File: src/include/lprs_pkg.sv
// Contract
// RULE1 - role swap opcode 0x000B, address, role
// RULE2 - role byte 0x00 master, 0x01 slave
// RULE3 - host names only connected peers
// RULE4 - accepted role swap gets status event
// RULE5 - role change event to both hosts
// RULE6 - role swap never gets complete event
// RULE7 - policy read 0x000C returns status, id, word
// RULE8 - policy write 0x000D stores word, returns status
// RULE9 - ids 12 bits, 0x0F00 upward reserved
// RULE10 - bits enable switch, hold, sniff, park
// RULE11 - zero disables all, default per connection
// RULE12 - bits 0x0010 to 0x8000 carry nothing
// RULE13 - each policy bit acts independently
// RULE14 - link manager obeys policy bits
// RULE15 - new word governs only later requests
// RULE16 - host names only acl connections
// RULE17 - status zero success, else error code
// RULE18 - policy read answered by complete event
// RULE19 - policy write answered by complete event
// RULE20 - returned id echoes supplied id
package lprs_pkg;
  // -------------------------------------------
  // command opcode fields
  // -------------------------------------------
  localparam logic [9:0] OCF_SWAP = 10'h00b;
  localparam logic [9:0] OCF_PRD = 10'h00c;
  localparam logic [9:0] OCF_PWR = 10'h00d;
  localparam logic [11:0] HDL_RSVD = 12'hf00; // first reserved id
  localparam logic [7:0] ROLE_MASTER = 8'h00;
  localparam logic [7:0] ROLE_SLAVE = 8'h01;
  localparam logic [7:0] ST_OK = 8'h00;
  // -------------------------------------------
  // policy word layout
  // -------------------------------------------
  localparam logic [15:0] POL_NONE = 16'h0000; // reset default
  localparam logic [15:0] POL_SWITCH = 16'h0001;
  localparam logic [15:0] POL_HOLD = 16'h0002;
  localparam logic [15:0] POL_SNIFF = 16'h0004;
  localparam logic [15:0] POL_PARK = 16'h0008;
  localparam logic [15:0] POL_USED = 16'h000f; // all mode bits
  // -------------------------------------------
  // register port map
  // -------------------------------------------
  localparam logic [3:0] REG_ERR_ID = 4'h0; // code for bad id
  localparam logic [3:0] REG_ERR_CMD = 4'h1; // code for bad opcode
  localparam logic [3:0] REG_ERR_BUSY = 4'h2; // code for busy swap
  localparam logic [3:0] REG_STATE = 4'h3; // pending swap, conns
  localparam logic [7:0] ERR_ID_RST = 8'h02;
  localparam logic [7:0] ERR_CMD_RST = 8'h01;
  localparam logic [7:0] ERR_BUSY_RST = 8'h0c;
  // -------------------------------------------
  // carriers and states
  // -------------------------------------------
  typedef struct packed {
    logic [9:0] command_opcode_field; // command opcode field
    logic [11:0] hdl; // connection id
    logic [47:0] addr; // peer device address
    logic [7:0] role; // requested role
    logic [15:0] pol; // new policy word
  } lprs_cmd_s;
  typedef enum logic [2:0] {
    EV_STATUS = 3'b001,
    EV_CMPL = 3'b010,
    EV_ROLE = 3'b100
  } lprs_kind_e;
  typedef struct packed {
    lprs_kind_e kind; // event type
    logic [9:0] command_opcode_field; // opcode answered
    logic [7:0] status; // zero is success
    logic [11:0] hdl; // echoed id
    logic [15:0] pol; // policy word read
    logic [47:0] addr; // peer of role change
    logic [7:0] role; // new role
  } lprs_evt_s;
  typedef enum logic [1:0] {
    RS_IDLE = 2'b01,
    RS_WAIT = 2'b10
  } lprs_rs_e;
endpackage

File: src/lprs_top.sv
`timescale 1ns/1ns
`default_nettype none
module lprs_top import lprs_pkg::*; #(
  parameter int NCONN = 4 // connection slots
) (
  input wire logic CLK, // 100 MHz clock
  input wire logic SYS_RST, // sync reset, high
  input wire logic CMD_VALID, // host command present
  input wire lprs_cmd_s CMD, // command fields
  output logic CMD_READY, // command taken
  output logic EVT_VALID, // one-cycle event
  output lprs_evt_s EVT, // event fields
  input wire logic [NCONN-1:0] LM_CONN_UP, // acl link up per slot
  output logic LM_SW_REQ, // role swap request pulse
  output logic [47:0] LM_SW_ADDR, // peer to swap with
  output logic [7:0] LM_SW_ROLE, // role asked for
  input wire logic LM_SW_DONE, // swap finished pulse
  input wire logic [7:0] LM_SW_STATUS, // swap outcome
  input wire logic [7:0] LM_SW_NEWROLE, // role now held
  output logic RMT_NOTIFY, // tell remote host too
  input wire logic LM_QRY_VALID, // policy query pulse
  input wire logic [11:0] LM_QRY_HDL, // queried id
  input wire logic [3:0] LM_QRY_MODE, // one mode bit
  output logic LM_QRY_DONE, // answer pulse
  output logic LM_QRY_ALLOW, // mode permitted
  input wire logic [3:0] REG_ADDR, // register index
  input wire logic [31:0] REG_WDATA, // write data
  input wire logic REG_WR, // write strobe
  input wire logic REG_RD, // read strobe
  output logic [31:0] REG_RDATA // read data, next cycle
);
  // -------------------------------------------
  // state
  // -------------------------------------------
  logic [3:0] pol_tab [NCONN]; // stored mode bits per slot
  logic [7:0] err_id; // code for unknown id
  logic [7:0] err_cmd; // code for unknown opcode
  logic [7:0] err_busy; // code for second swap
  lprs_rs_e rs_state; // role swap tracker
  logic rc_pend; // role change waiting
  lprs_evt_s rc_evt; // held role change
  logic take; // command accepted now
  logic slot_ok; // id names a live slot
  logic [3:0] slot_pol; // policy of that slot
  lprs_evt_s next_evt; // event to emit
  logic next_evt_v; // event valid

  // role change waiting blocks commands, so it is never starved
  assign CMD_READY = !rc_pend;
  assign take = CMD_VALID && CMD_READY;

  // -------------------------------------------
  // id lookup
  // -------------------------------------------
  // reserved ids and ids past the table are refused
  always_comb begin
    slot_ok = 1'b0;
    slot_pol = 4'h0;
    if (CMD.hdl < HDL_RSVD && CMD.hdl < 12'(NCONN)) begin // see RULE9
      slot_ok = LM_CONN_UP[CMD.hdl[$clog2(NCONN)-1:0]]; // see RULE16
      slot_pol = pol_tab[CMD.hdl[$clog2(NCONN)-1:0]];
    end
  end

  // -------------------------------------------
  // policy storage
  // -------------------------------------------
  // only the four mode bits are stored, reserved bits read zero
  for (genvar i = 0; i < NCONN; i++) begin : g_pol
    always_ff @(posedge CLK) begin
      if (SYS_RST || !LM_CONN_UP[i]) begin
        pol_tab[i] <= POL_NONE[3:0]; // see RULE11
      end else if (take && CMD.command_opcode_field == OCF_PWR && slot_ok &&
                   CMD.hdl[$clog2(NCONN)-1:0] == i) begin
        pol_tab[i] <= CMD.pol[3:0]; // see RULE8 RULE12
      end
    end
  end

  // -------------------------------------------
  // command decode into one event
  // -------------------------------------------
  always_comb begin
    next_evt = '0;
    next_evt.kind = EV_STATUS;
    next_evt.command_opcode_field = CMD.command_opcode_field;
    next_evt.hdl = CMD.hdl; // see RULE20
    next_evt_v = 1'b0;
    if (rc_pend) begin
      next_evt = rc_evt;
      next_evt_v = 1'b1;
    end else if (take) begin
      next_evt_v = 1'b1;
      case (CMD.command_opcode_field)
        OCF_SWAP: begin
          // status only; completion is the later role change
          next_evt.kind = EV_STATUS; // see RULE4 RULE6
          next_evt.status = (rs_state == RS_WAIT) ? err_busy : ST_OK;
        end
        OCF_PRD: begin
          next_evt.kind = EV_CMPL; // see RULE18
          next_evt.status = slot_ok ? ST_OK : err_id; // see RULE17
          next_evt.pol = slot_ok ? {12'h000, slot_pol} : POL_NONE; // see RULE7
        end
        OCF_PWR: begin
          next_evt.kind = EV_CMPL; // see RULE19
          next_evt.status = slot_ok ? ST_OK : err_id; // see RULE17
        end
        default: begin
          next_evt.kind = EV_STATUS;
          next_evt.status = err_cmd;
        end
      endcase
    end
  end

  // event register, data from flip-flops
  always_ff @(posedge CLK) begin
    if (SYS_RST) begin
      EVT_VALID <= 1'b0;
      EVT <= '0;
    end else begin
      EVT_VALID <= next_evt_v;
      EVT <= next_evt;
    end
  end

  // remote host learns of the change in the same cycle
  always_ff @(posedge CLK) begin
    if (SYS_RST) begin
      RMT_NOTIFY <= 1'b0;
    end else begin
      RMT_NOTIFY <= rc_pend; // see RULE5
    end
  end

  // -------------------------------------------
  // role swap tracking
  // -------------------------------------------
  // one swap in flight; a second is refused with the busy code
  always_ff @(posedge CLK) begin
    if (SYS_RST) begin
      rs_state <= RS_IDLE;
      LM_SW_REQ <= 1'b0;
      LM_SW_ADDR <= '0;
      LM_SW_ROLE <= ROLE_MASTER;
    end else begin
      LM_SW_REQ <= 1'b0;
      case (rs_state)
        RS_IDLE: begin
          if (take && CMD.command_opcode_field == OCF_SWAP) begin // see RULE1 RULE3
            rs_state <= RS_WAIT;
            LM_SW_REQ <= 1'b1;
            LM_SW_ADDR <= CMD.addr;
            // any nonzero role byte asks for the slave side
            LM_SW_ROLE <= (CMD.role == ROLE_MASTER) ? ROLE_MASTER : ROLE_SLAVE; // see RULE2
          end
        end
        RS_WAIT: begin
          if (LM_SW_DONE) begin
            rs_state <= RS_IDLE;
          end
        end
        default: begin
          rs_state <= RS_IDLE;
        end
      endcase
    end
  end

  // role change is held one cycle, then takes the event port ahead of commands
  always_ff @(posedge CLK) begin
    if (SYS_RST) begin
      rc_pend <= 1'b0;
      rc_evt <= '0;
    end else if (LM_SW_DONE && rs_state == RS_WAIT) begin
      rc_pend <= 1'b1; // see RULE5
      rc_evt.kind <= EV_ROLE;
      rc_evt.command_opcode_field <= OCF_SWAP;
      rc_evt.status <= LM_SW_STATUS;
      rc_evt.hdl <= '0;
      rc_evt.pol <= POL_NONE;
      rc_evt.addr <= LM_SW_ADDR;
      rc_evt.role <= LM_SW_NEWROLE;
    end else begin
      rc_pend <= 1'b0;
    end
  end

  // -------------------------------------------
  // link manager policy query
  // -------------------------------------------
  // the manager samples once per request and keeps the answer,
  // so a later write never changes a request already running
  always_ff @(posedge CLK) begin
    if (SYS_RST) begin
      LM_QRY_DONE <= 1'b0;
      LM_QRY_ALLOW <= 1'b0;
    end else begin
      LM_QRY_DONE <= LM_QRY_VALID; // see RULE15
      LM_QRY_ALLOW <= 1'b0;
      if (LM_QRY_VALID && LM_QRY_HDL < 12'(NCONN)) begin
        // each bit stands alone, any mix is honoured
        LM_QRY_ALLOW <= |(pol_tab[LM_QRY_HDL[$clog2(NCONN)-1:0]] &
                          LM_QRY_MODE); // see RULE10 RULE13 RULE14
      end
    end
  end

  // -------------------------------------------
  // register port
  // -------------------------------------------
  always_ff @(posedge CLK) begin
    if (SYS_RST) begin
      err_id <= ERR_ID_RST;
      err_cmd <= ERR_CMD_RST;
      err_busy <= ERR_BUSY_RST;
    end else if (REG_WR) begin
      case (REG_ADDR)
        REG_ERR_ID: err_id <= REG_WDATA[7:0];
        REG_ERR_CMD: err_cmd <= REG_WDATA[7:0];
        REG_ERR_BUSY: err_busy <= REG_WDATA[7:0];
        default: begin
        end
      endcase
    end
  end

  // unmapped offsets read zero
  always_ff @(posedge CLK) begin
    if (SYS_RST) begin
      REG_RDATA <= '0;
    end else if (REG_RD) begin
      case (REG_ADDR)
        REG_ERR_ID: REG_RDATA <= {24'h000000, err_id};
        REG_ERR_CMD: REG_RDATA <= {24'h000000, err_cmd};
        REG_ERR_BUSY: REG_RDATA <= {24'h000000, err_busy};
        REG_STATE: REG_RDATA <= 32'({LM_CONN_UP, rs_state == RS_WAIT});
        default: REG_RDATA <= '0;
      endcase
    end else begin
      REG_RDATA <= '0;
    end
  end
endmodule
`default_nettype wire

File: config.mk
export PLATFORM = sky130hd
export DESIGN_NAME = lprs_top
export DESIGN_NICKNAME = d
export VERILOG_FILES = /design/src/include/lprs_pkg.sv /design/src/lprs_top.sv
export SDC_FILE = /design/constraint.sdc
export NUM_CORES = 1
export LEC_CHECK = 0
export BUFFER_PORTS_ARGS = -buffer_cell sky130_fd_sc_hd__clkbuf_2
export CAP_MARGIN = 20
export CORE_UTILIZATION = 45
export CTS_CLUSTER_DIAMETER = 200
export CTS_CLUSTER_SIZE = 25
export DETAILED_ROUTE_END_ITERATION = 8
export PLACE_DENSITY = 0.75
export SETUP_SLACK_MARGIN = 0.4
export SLEW_MARGIN = 20
export SYNTH_ARGS = -nofsm -noshare
export SYNTH_HDL_FRONTEND = slang
export SYNTH_SLANG_ARGS = --single-unit
export TNS_END_PERCENT = 10
File: constraint.sdc
create_clock -name CLK -period 6.95 [get_ports CLK]
set_input_delay 0 -clock CLK [delete_from_list [all_inputs] [get_ports CLK]]
set_output_delay 0 -clock CLK [all_outputs]
set_load 0.02 [all_outputs]
==> impl_metrics.env, run 1 <==
export IMPL_status="completed"
export IMPL_synth_area_top_cells="dfxtp_1, nand2_1, a21oi_1"
export IMPL_fin_worst_skew_ns=0.0189
export IMPL_ir_drop_mv=0.215
export IMPL_finalCriticalPeriod_ns=3.05
export IMPL_crit_path_end_kind="flop"
export IMPL_ios=372
export IMPL_via_per_inst=5.00
export IMPL_setup_violations=0
export IMPL_clkPwrFrac_pct=33.3
export IMPL_cts_resized=0
export IMPL_firstDrtPassIters=5
export IMPL_synth_top_family_by_area="simple AND/OR/NAND/NOR gates"
export IMPL_synth_top_cell_by_area="dfxtp_1"
export IMPL_synth_fa_ha_area_share_pct=0
export IMPL_start_util_pct=46.4
export IMPL_yosys_register_bits=263
export IMPL_synth_xor_area_share_pct=0
export IMPL_combPwrFrac_pct=7.9
export IMPL_final_antenna_net_count=0
export IMPL_crit_family="buffers and inverters"
export IMPL_wl_mm=26.1
export IMPL_yosysMostFrequentCell="dfxtp_1"
export IMPL_cts_tree="built"
export IMPL_yosysWarnings=0
export IMPL_async_flop_share_pct=0
export IMPL_synth_cell_types=38
export IMPL_via_count=8180
export IMPL_ys_seq_area_share_pct=57.1
export IMPL_powerDensity_mw_per_mm2=210
export IMPL_worst_endpoint_required_ns=7.27
export IMPL_dr_first_iter_drc_count=422
export IMPL_swShare_pct=22.5
export IMPL_hold_viol=0
export IMPL_slowest_stage="or4bb_1"
export IMPL_p_seq_share_pct=58.8
export IMPL_ys_top_cells_by_count="dfxtp_1, nand2_1, a21oi_1"
export IMPL_p_sw_mw=0.590
export IMPL_cts_buffers=14
export IMPL_leakage_nw=5.46
export IMPL_overflow=0
export IMPL_track_usage_pct=23.4
export IMPL_crit_fanout=73
export IMPL_slew_viol_final=0
export IMPL_grt_max_degree=102
export IMPL_cts_setup_buffers=0
export IMPL_maxSlewHeadroom_pct=28.7
export IMPL_gp_congestion=0.838
export IMPL_criticalPathCategory="reg -> reg"
export IMPL_min_path_type="in -> reg"
export IMPL_setup_tns_ns=0
export IMPL_cap_violations=0
export IMPL_antenna_found_initial=1
export IMPL_cts_root_buf="clkbuf_16"
export IMPL_drc=0
export IMPL_ctsHtreeMaxLevel=1
export IMPL_portBuffers=292
export IMPL_cts_num_sinks=263
export IMPL_ff2ff_setup_slack_ns=3.90
export IMPL_critPathMostFrequentCell="buf_4"
export IMPL_path_clk_slew_ns=0.10
export IMPL_worst_slew_pin_slew_ns=1.07
export IMPL_critPathLaunchType="flop"
export IMPL_synthCells=1003
export IMPL_dpl_cell_count=1503
export IMPL_cp_data_arrival_time_ns=3.37
export IMPL_coreArea_mm2=0.0205
export IMPL_fin_nets=1535
export IMPL_synth_compound_area_share_pct=8.81
export IMPL_n_fill_cell=1695
export IMPL_path_buf_inv=3
export IMPL_synth_simple_gate_area_share_pct=21.2
export IMPL_fp_dieW_um=147
export IMPL_synth_flop_cell="dfxtp_1"
export IMPL_internal_power_mw=2.03
export IMPL_place_hpwl_mm=16.3
export IMPL_area_delta_synth_final_pct=31.0
export IMPL_clk_path_buf_depth=3
export IMPL_synthMuxAreaShare_pct=6.16
export IMPL_netlist_area_leader_share_pct=52.0
export IMPL_rows=52
export IMPL_final_core_util_pct=60.8
export IMPL_die_y_um=147
export IMPL_cp_cell_sequence="buf_4 -> or4bb_1 -> nor4_4 -> buf_4 -> and3_1 -> dlygate4sd3_1 -> nor3_1"
export IMPL_fmax_mhz=328
export IMPL_grt_pass1_wl_mm=40.9
export IMPL_wl_per_cell_um=16.0
export IMPL_die_area_mm2=0.0217
export IMPL_synth_avg_cell_area_um2=9.48
export IMPL_ctsHoldBuffers=113
export IMPL_clkLatencyLatePin_ns=0.49
export IMPL_rsz0062_at_grt="no"
export IMPL_fin_crit_sh_pct=43.8
export IMPL_synth_edf_count=16
export IMPL_max_stage_delay_ns=0.63
export IMPL_grt_pass1_vias=8072
export IMPL_drive_gt1_share_pct=25.0
export IMPL_synth_cell_area_mm2=0.00951
export IMPL_fin_cells=1636
-- sequential cells by signal, indices dropped and copies added, names as in the netlist --
name	flops
EVT	93
EVT_VALID	1
LM_QRY_ALLOW	1
LM_QRY_DONE	1
LM_SW_ADDR	48
LM_SW_REQ	1
LM_SW_ROLE	1
REG_RDATA	8
RMT_NOTIFY	1
err_busy	8
err_cmd	8
err_id	8
pol_tab	16
rc_evt	65
rc_pend	1
rs_state	2
-- worst reg2reg max path, cell delays in order, from the launching register on --
cell and delay (ns):
dfxtp_2 0.33, buf_4 0.33, or4bb_1 0.64, nor4_4 0.16, buf_4 0.50, and3_1 0.29, dlygate4sd3_1 0.57, nor3_1 0.05
-- layer usage --
layer | share of wire, % | track usage [%]
met1 | 39 | 27.0
met2 | 51 | 42.4
met3 | 8.2 | 5.78
met4 | 1.7 | 6.91
met5 | 0 | 0
-- through the flow --
step	worst slack, ns	hold WS [ns]	total power, mW	area, um2
floorplan	4.71	0.110	1.68	9660
global placement	4.09	0.218	1.73	10900
detailed placement	3.92	0.219	1.73	10900
CTS	3.88	0.00878	2.64	12400
global route	3.76	0.0339	2.72	12400
finish	3.90	0.0249	2.62	12500
-- worst paths after layout --
| path | from | end | cells past startpoint |
|---|---|---|---|
| min reg2reg | rc_evt[50] | rc_evt[50] | 2 |
| min | LM_CONN_UP[2] | pol_tab[2][0] | 3 |
| max reg2reg | rc_pend | LM_SW_ROLE[0] | 7 |
| max | rc_pend | LM_SW_ROLE[0] | 7 |
-- cell families after synthesis --
group	Yosys count
buffers and inverters	116
multiplexers	41
AND/OR/NAND/NOR	431
AO/OA/AOI/OAI	151
other	1
flip-flops	263
-- layout by cell type (no fill, tap or decap), types with 8 or more instances in the layout --
cell,Yosys,routed
a21oi_1,124,124
a22oi_1,10,10
a311oi_1,8,8
and2_1,19,18
and3_1,58,58
buf_4,43,8
clkbuf_16,0,15
clkbuf_2,0,291
conb_1,1,43
dfxtp_1,247,246
dlygate4sd3_1,0,113
edfxtp_1,16,16
mux2i_1,27,27
mux4_2,14,14
nand2_1,237,236
nand3_1,15,15
nor2_1,55,54
nor2b_1,14,14
-- power by group through the flow --
stage | logic (mW) | clock network [mW] | registers (mW)
floorplan | 0.0949 | 0 | 1.58
global placement | 0.151 | 0 | 1.57
detailed placement | 0.152 | 0 | 1.58
CTS | 0.202 | 0.903 | 1.54
global route | 0.220 | 0.956 | 1.54
finish | 0.206 | 0.873 | 1.54
-- layout make-up --
type | instances | area (um2) | share of cell area, %
sequential | 263 | 5430 | 43.6
multi-input combinational | 666 | 3610 | 29.0
timing repair buffer | 412 | 2650 | 21.3
clock buffer | 18 | 387 | 3.11
tap | 270 | 338 | 2.71
inverter | 5 | 18.8 | 0.151
clock inverter | 1 | 16.3 | 0.131
antenna | 1 | 2.50 | 0.0201
Note: power is estimated with default switching activity, not from simulation.
==> inputs of run 2 (changes only) <==
ABC_AREA = 1   (was unset)
clock period = 2.9 ns   (was 6.95 ns; I/O delays follow)
==> run 2 against run 1 <==
Effect of this change: clock power increased by 140%; wire length fell by 1.4%; combinational power rose to 2.6 times the previous value; via count grew 7.4%; count of clock-buffer cells in the layout did not move; area after synthesis up 1.2%; sequential power increased by 140%; global-route usage decreased by 0.60 points; critical path depth grew 1; first-iteration DRC count is 38% higher; synthesized cell count is 15% higher; critical endpoint is now LM_QRY_ALLOW; largest power group unchanged.
==> impl_metrics.env, run 2 <==
export IMPL_status="completed"
export IMPL_powerDensity_mw_per_mm2=493
export IMPL_regArea_mm2=0.00543
export IMPL_slowest_stage="dlygate4sd3_1"
export IMPL_ios=372
export IMPL_dr_first_iter_drc_count=584
export IMPL_worst_slew_pin_slew_ns=0.780
export IMPL_whs_ns=0.0550
export IMPL_ys_top_cells_by_count="dfxtp_1, inv_1, o21ai_0"
export IMPL_fp_dieW_um=148
export IMPL_crit_fanout=1
export IMPL_place_hpwl_mm=17.0
export IMPL_start_util_pct=45.8
export IMPL_final_common_cell="clkbuf_2"
export IMPL_criticalPathCategory="in -> reg"
export IMPL_grt_max_degree=81
export IMPL_r2r_start="rc_pend"
export IMPL_synth_avg_cell_area_um2=8.34
export IMPL_finalCriticalPeriod_ns=2.23
export IMPL_crit_family="buffers and inverters"
export IMPL_overflow=0
export IMPL_netlist_area_leader_share_pct=51.4
export IMPL_grt_pass1_wl_mm=40.4
export IMPL_synth_edf_count=16
export IMPL_rows=53
export IMPL_min_path_type="in -> reg"
export IMPL_max_stage_delay_ns=0.58
export IMPL_async_flop_share_pct=0
export IMPL_fmax_mhz=449
export IMPL_path_buf_inv=5
export IMPL_reg2reg_depth=6
export IMPL_clk_path_buf_depth=3
export IMPL_critPathLaunchType="input port"
export IMPL_fin_nets=1717
export IMPL_synth_flop_cell="dfxtp_1"
export IMPL_yosysMostFrequentCell="dfxtp_1"
export IMPL_die_area_mm2=0.0220
export IMPL_synth_area_top_cells="dfxtp_1, o21ai_0, a21oi_1"
export IMPL_multi_input_area_mm2=0.00309
export IMPL_drc=0
export IMPL_grt_pass1_vias=8389
export IMPL_setup_violations=0
export IMPL_critPathMostFrequentCell="dlygate4sd3_1"
export IMPL_grt_use_met1_pct=27.1
export IMPL_gr_usage_met2_pct=40.2
export IMPL_via_per_inst=4.82
export IMPL_coreArea_mm2=0.0210
export IMPL_cp_depth=8
export IMPL_cp_data_arrival_time_ns=2.66
export IMPL_ff2ff_setup_slack_ns=1.00
export IMPL_yosys_register_bits=263
export IMPL_cp_endpoint="LM_QRY_ALLOW"
export IMPL_via_count=8784
export IMPL_maxSlewHeadroom_pct=47.9
export IMPL_portBuffers=292
export IMPL_ys_seq_area_share_pct=56.4
export IMPL_setup_tns_ns=0
export IMPL_drive_gt1_share_pct=22.7
export IMPL_track_usage_pct=22.8
export IMPL_n_fill_cell=1743
export IMPL_cts_buffers=14
export IMPL_cp_cell_sequence="dlygate4sd3_1 -> clkbuf_2 -> nor4_1 -> dlygate4sd3_1 -> nand4_1 -> dlygate4sd3_1 -> nor2_1 -> dlygate4sd3_1"
export IMPL_crit_start="LM_QRY_HDL[2]"
export IMPL_power_total_mw=6.32
export IMPL_synth_cell_types=33
export IMPL_path_clk_slew_ns=0.10
export IMPL_synth_cell_area_mm2=0.00962
export IMPL_final_cell_mix="clkbuf_2, dfxtp_1, inv_1"
export IMPL_fin_crit_sh_pct=76.8
export IMPL_hold_viol=0
export IMPL_firstDrtPassIters=5
export IMPL_leakage_nw=5.60
export IMPL_largestRegisters="EVT x93, rc_evt x65, LM_SW_ADDR x48"
export IMPL_cap_violations=0
export IMPL_crit_path_end_kind="flop"
export IMPL_fin_worst_skew_ns=0.0252
export IMPL_area_delta_synth_final_pct=33.3
export IMPL_largest_register_ffs=93
export IMPL_cts_tree="built"
export IMPL_regMostFlops="EVT"
export IMPL_slew_viol_final=0
export IMPL_ctsHtreeMaxLevel=1
export IMPL_wl_mm=25.8
export IMPL_final_antenna_net_count=0
export IMPL_die_y_um=148
export IMPL_cts_num_sinks=263
export IMPL_grt_use_met3_pct=4.39
export IMPL_synth_top_cell_by_area="dfxtp_1"
export IMPL_yosysWarnings=0
export IMPL_rr_endpoint="pol_tab[2][1]"
export IMPL_synthCells=1154
export IMPL_cts_root_buf="clkbuf_16"
export IMPL_rsz0062_at_grt="no"
export IMPL_ir_drop_mv=0.379
export IMPL_antenna_found_initial=1
export IMPL_grt_busiest_layer="met2"
export IMPL_wl_per_cell_um=14.1
export IMPL_gp_congestion=0.848
export IMPL_clkLatencyLatePin_ns=0.49
export IMPL_worst_endpoint_required_ns=3.33
run 2: metrics by stage:
stage	worst slack [ns]	area [um2]	instances	util [%]
finish	0.672	12800	1823	61.0
global route	0.529	12800	1823	61.0
CTS	0.739	12800	1822	61.0
detailed placement	1.11	11100	1674	52.9
global placement	1.18	11100	1674	52.9
floorplan	1.41	9780	1196	-
run 2: final cells by class:
| type | instances | area share, % |
|---|---|---|
| flip-flops and latches | 263 | 42.3 |
| multi-input cells | 647 | 24.1 |
| repair buffers | 428 | 22.2 |
| inverters | 190 | 5.56 |
| clock buffers | 18 | 3.02 |
| well taps | 275 | 2.68 |
| clock inverters | 1 | 0.127 |
| diodes | 1 | 0.0195 |
run 2: logic make-up (layout without fill, tap and decap cells):
group                  count (synthesis)  in the layout  share of synthesized area (%)
AOI/OAI and AO/OA                    306            306                           16.4
buffers and inverters                286            637                           13.3
DFF                                  263            263                           56.4
other                                  1             44                         0.0390
and+or+nand+nor                      298            298                           13.9
run 2: worst min-delay path by stage:
stage,from,end,depth (start not counted)
after floorplan,SYS_RST,RMT_NOTIFY,1
after CTS,REG_WR,err_cmd[6],5
after global routing,LM_CONN_UP[0],pol_tab[0][1],5
after global placement,CMD[77],EVT[77],3
after detailed placement,LM_QRY_VALID,LM_QRY_DONE,3
final,LM_CONN_UP[0],pol_tab[0][1],5
run 2: worst reg2reg max path, cell delays in order, from the launching register on:
cell	delay, ns
dfxtp_1	0.35
nor2_2	0.17
nand3_1	0.20
nor2_4	0.22
nand4_2	0.15
nor2_1	0.12
dlygate4sd3_1	0.56
run 2: repair_timing:
action / CTS / global route
hold buffers: 129 / 0
buffers inserted: 0 / 0
endpoints found under the hold margin: 156 / 0
gates resized for setup: 0 / 0
run 2: power breakdown:
group,leakage [nW],internal [mW],switching (mW),total [mW]
clock network,0.195,0.955,1.13,2.09
logic,3.23,0.232,0.301,0.533
registers,2.17,3.68,0.0166,3.70
total,5.60,4.87,1.45,6.32
run 2: metal layers:
layer / part of all wire [%] / vias up
met3: 7.5 / 70
li1: - / 4361
met2: 49 / 399
met4: 3.4 / 0
met5: 0 / -
met1: 40 / 3954
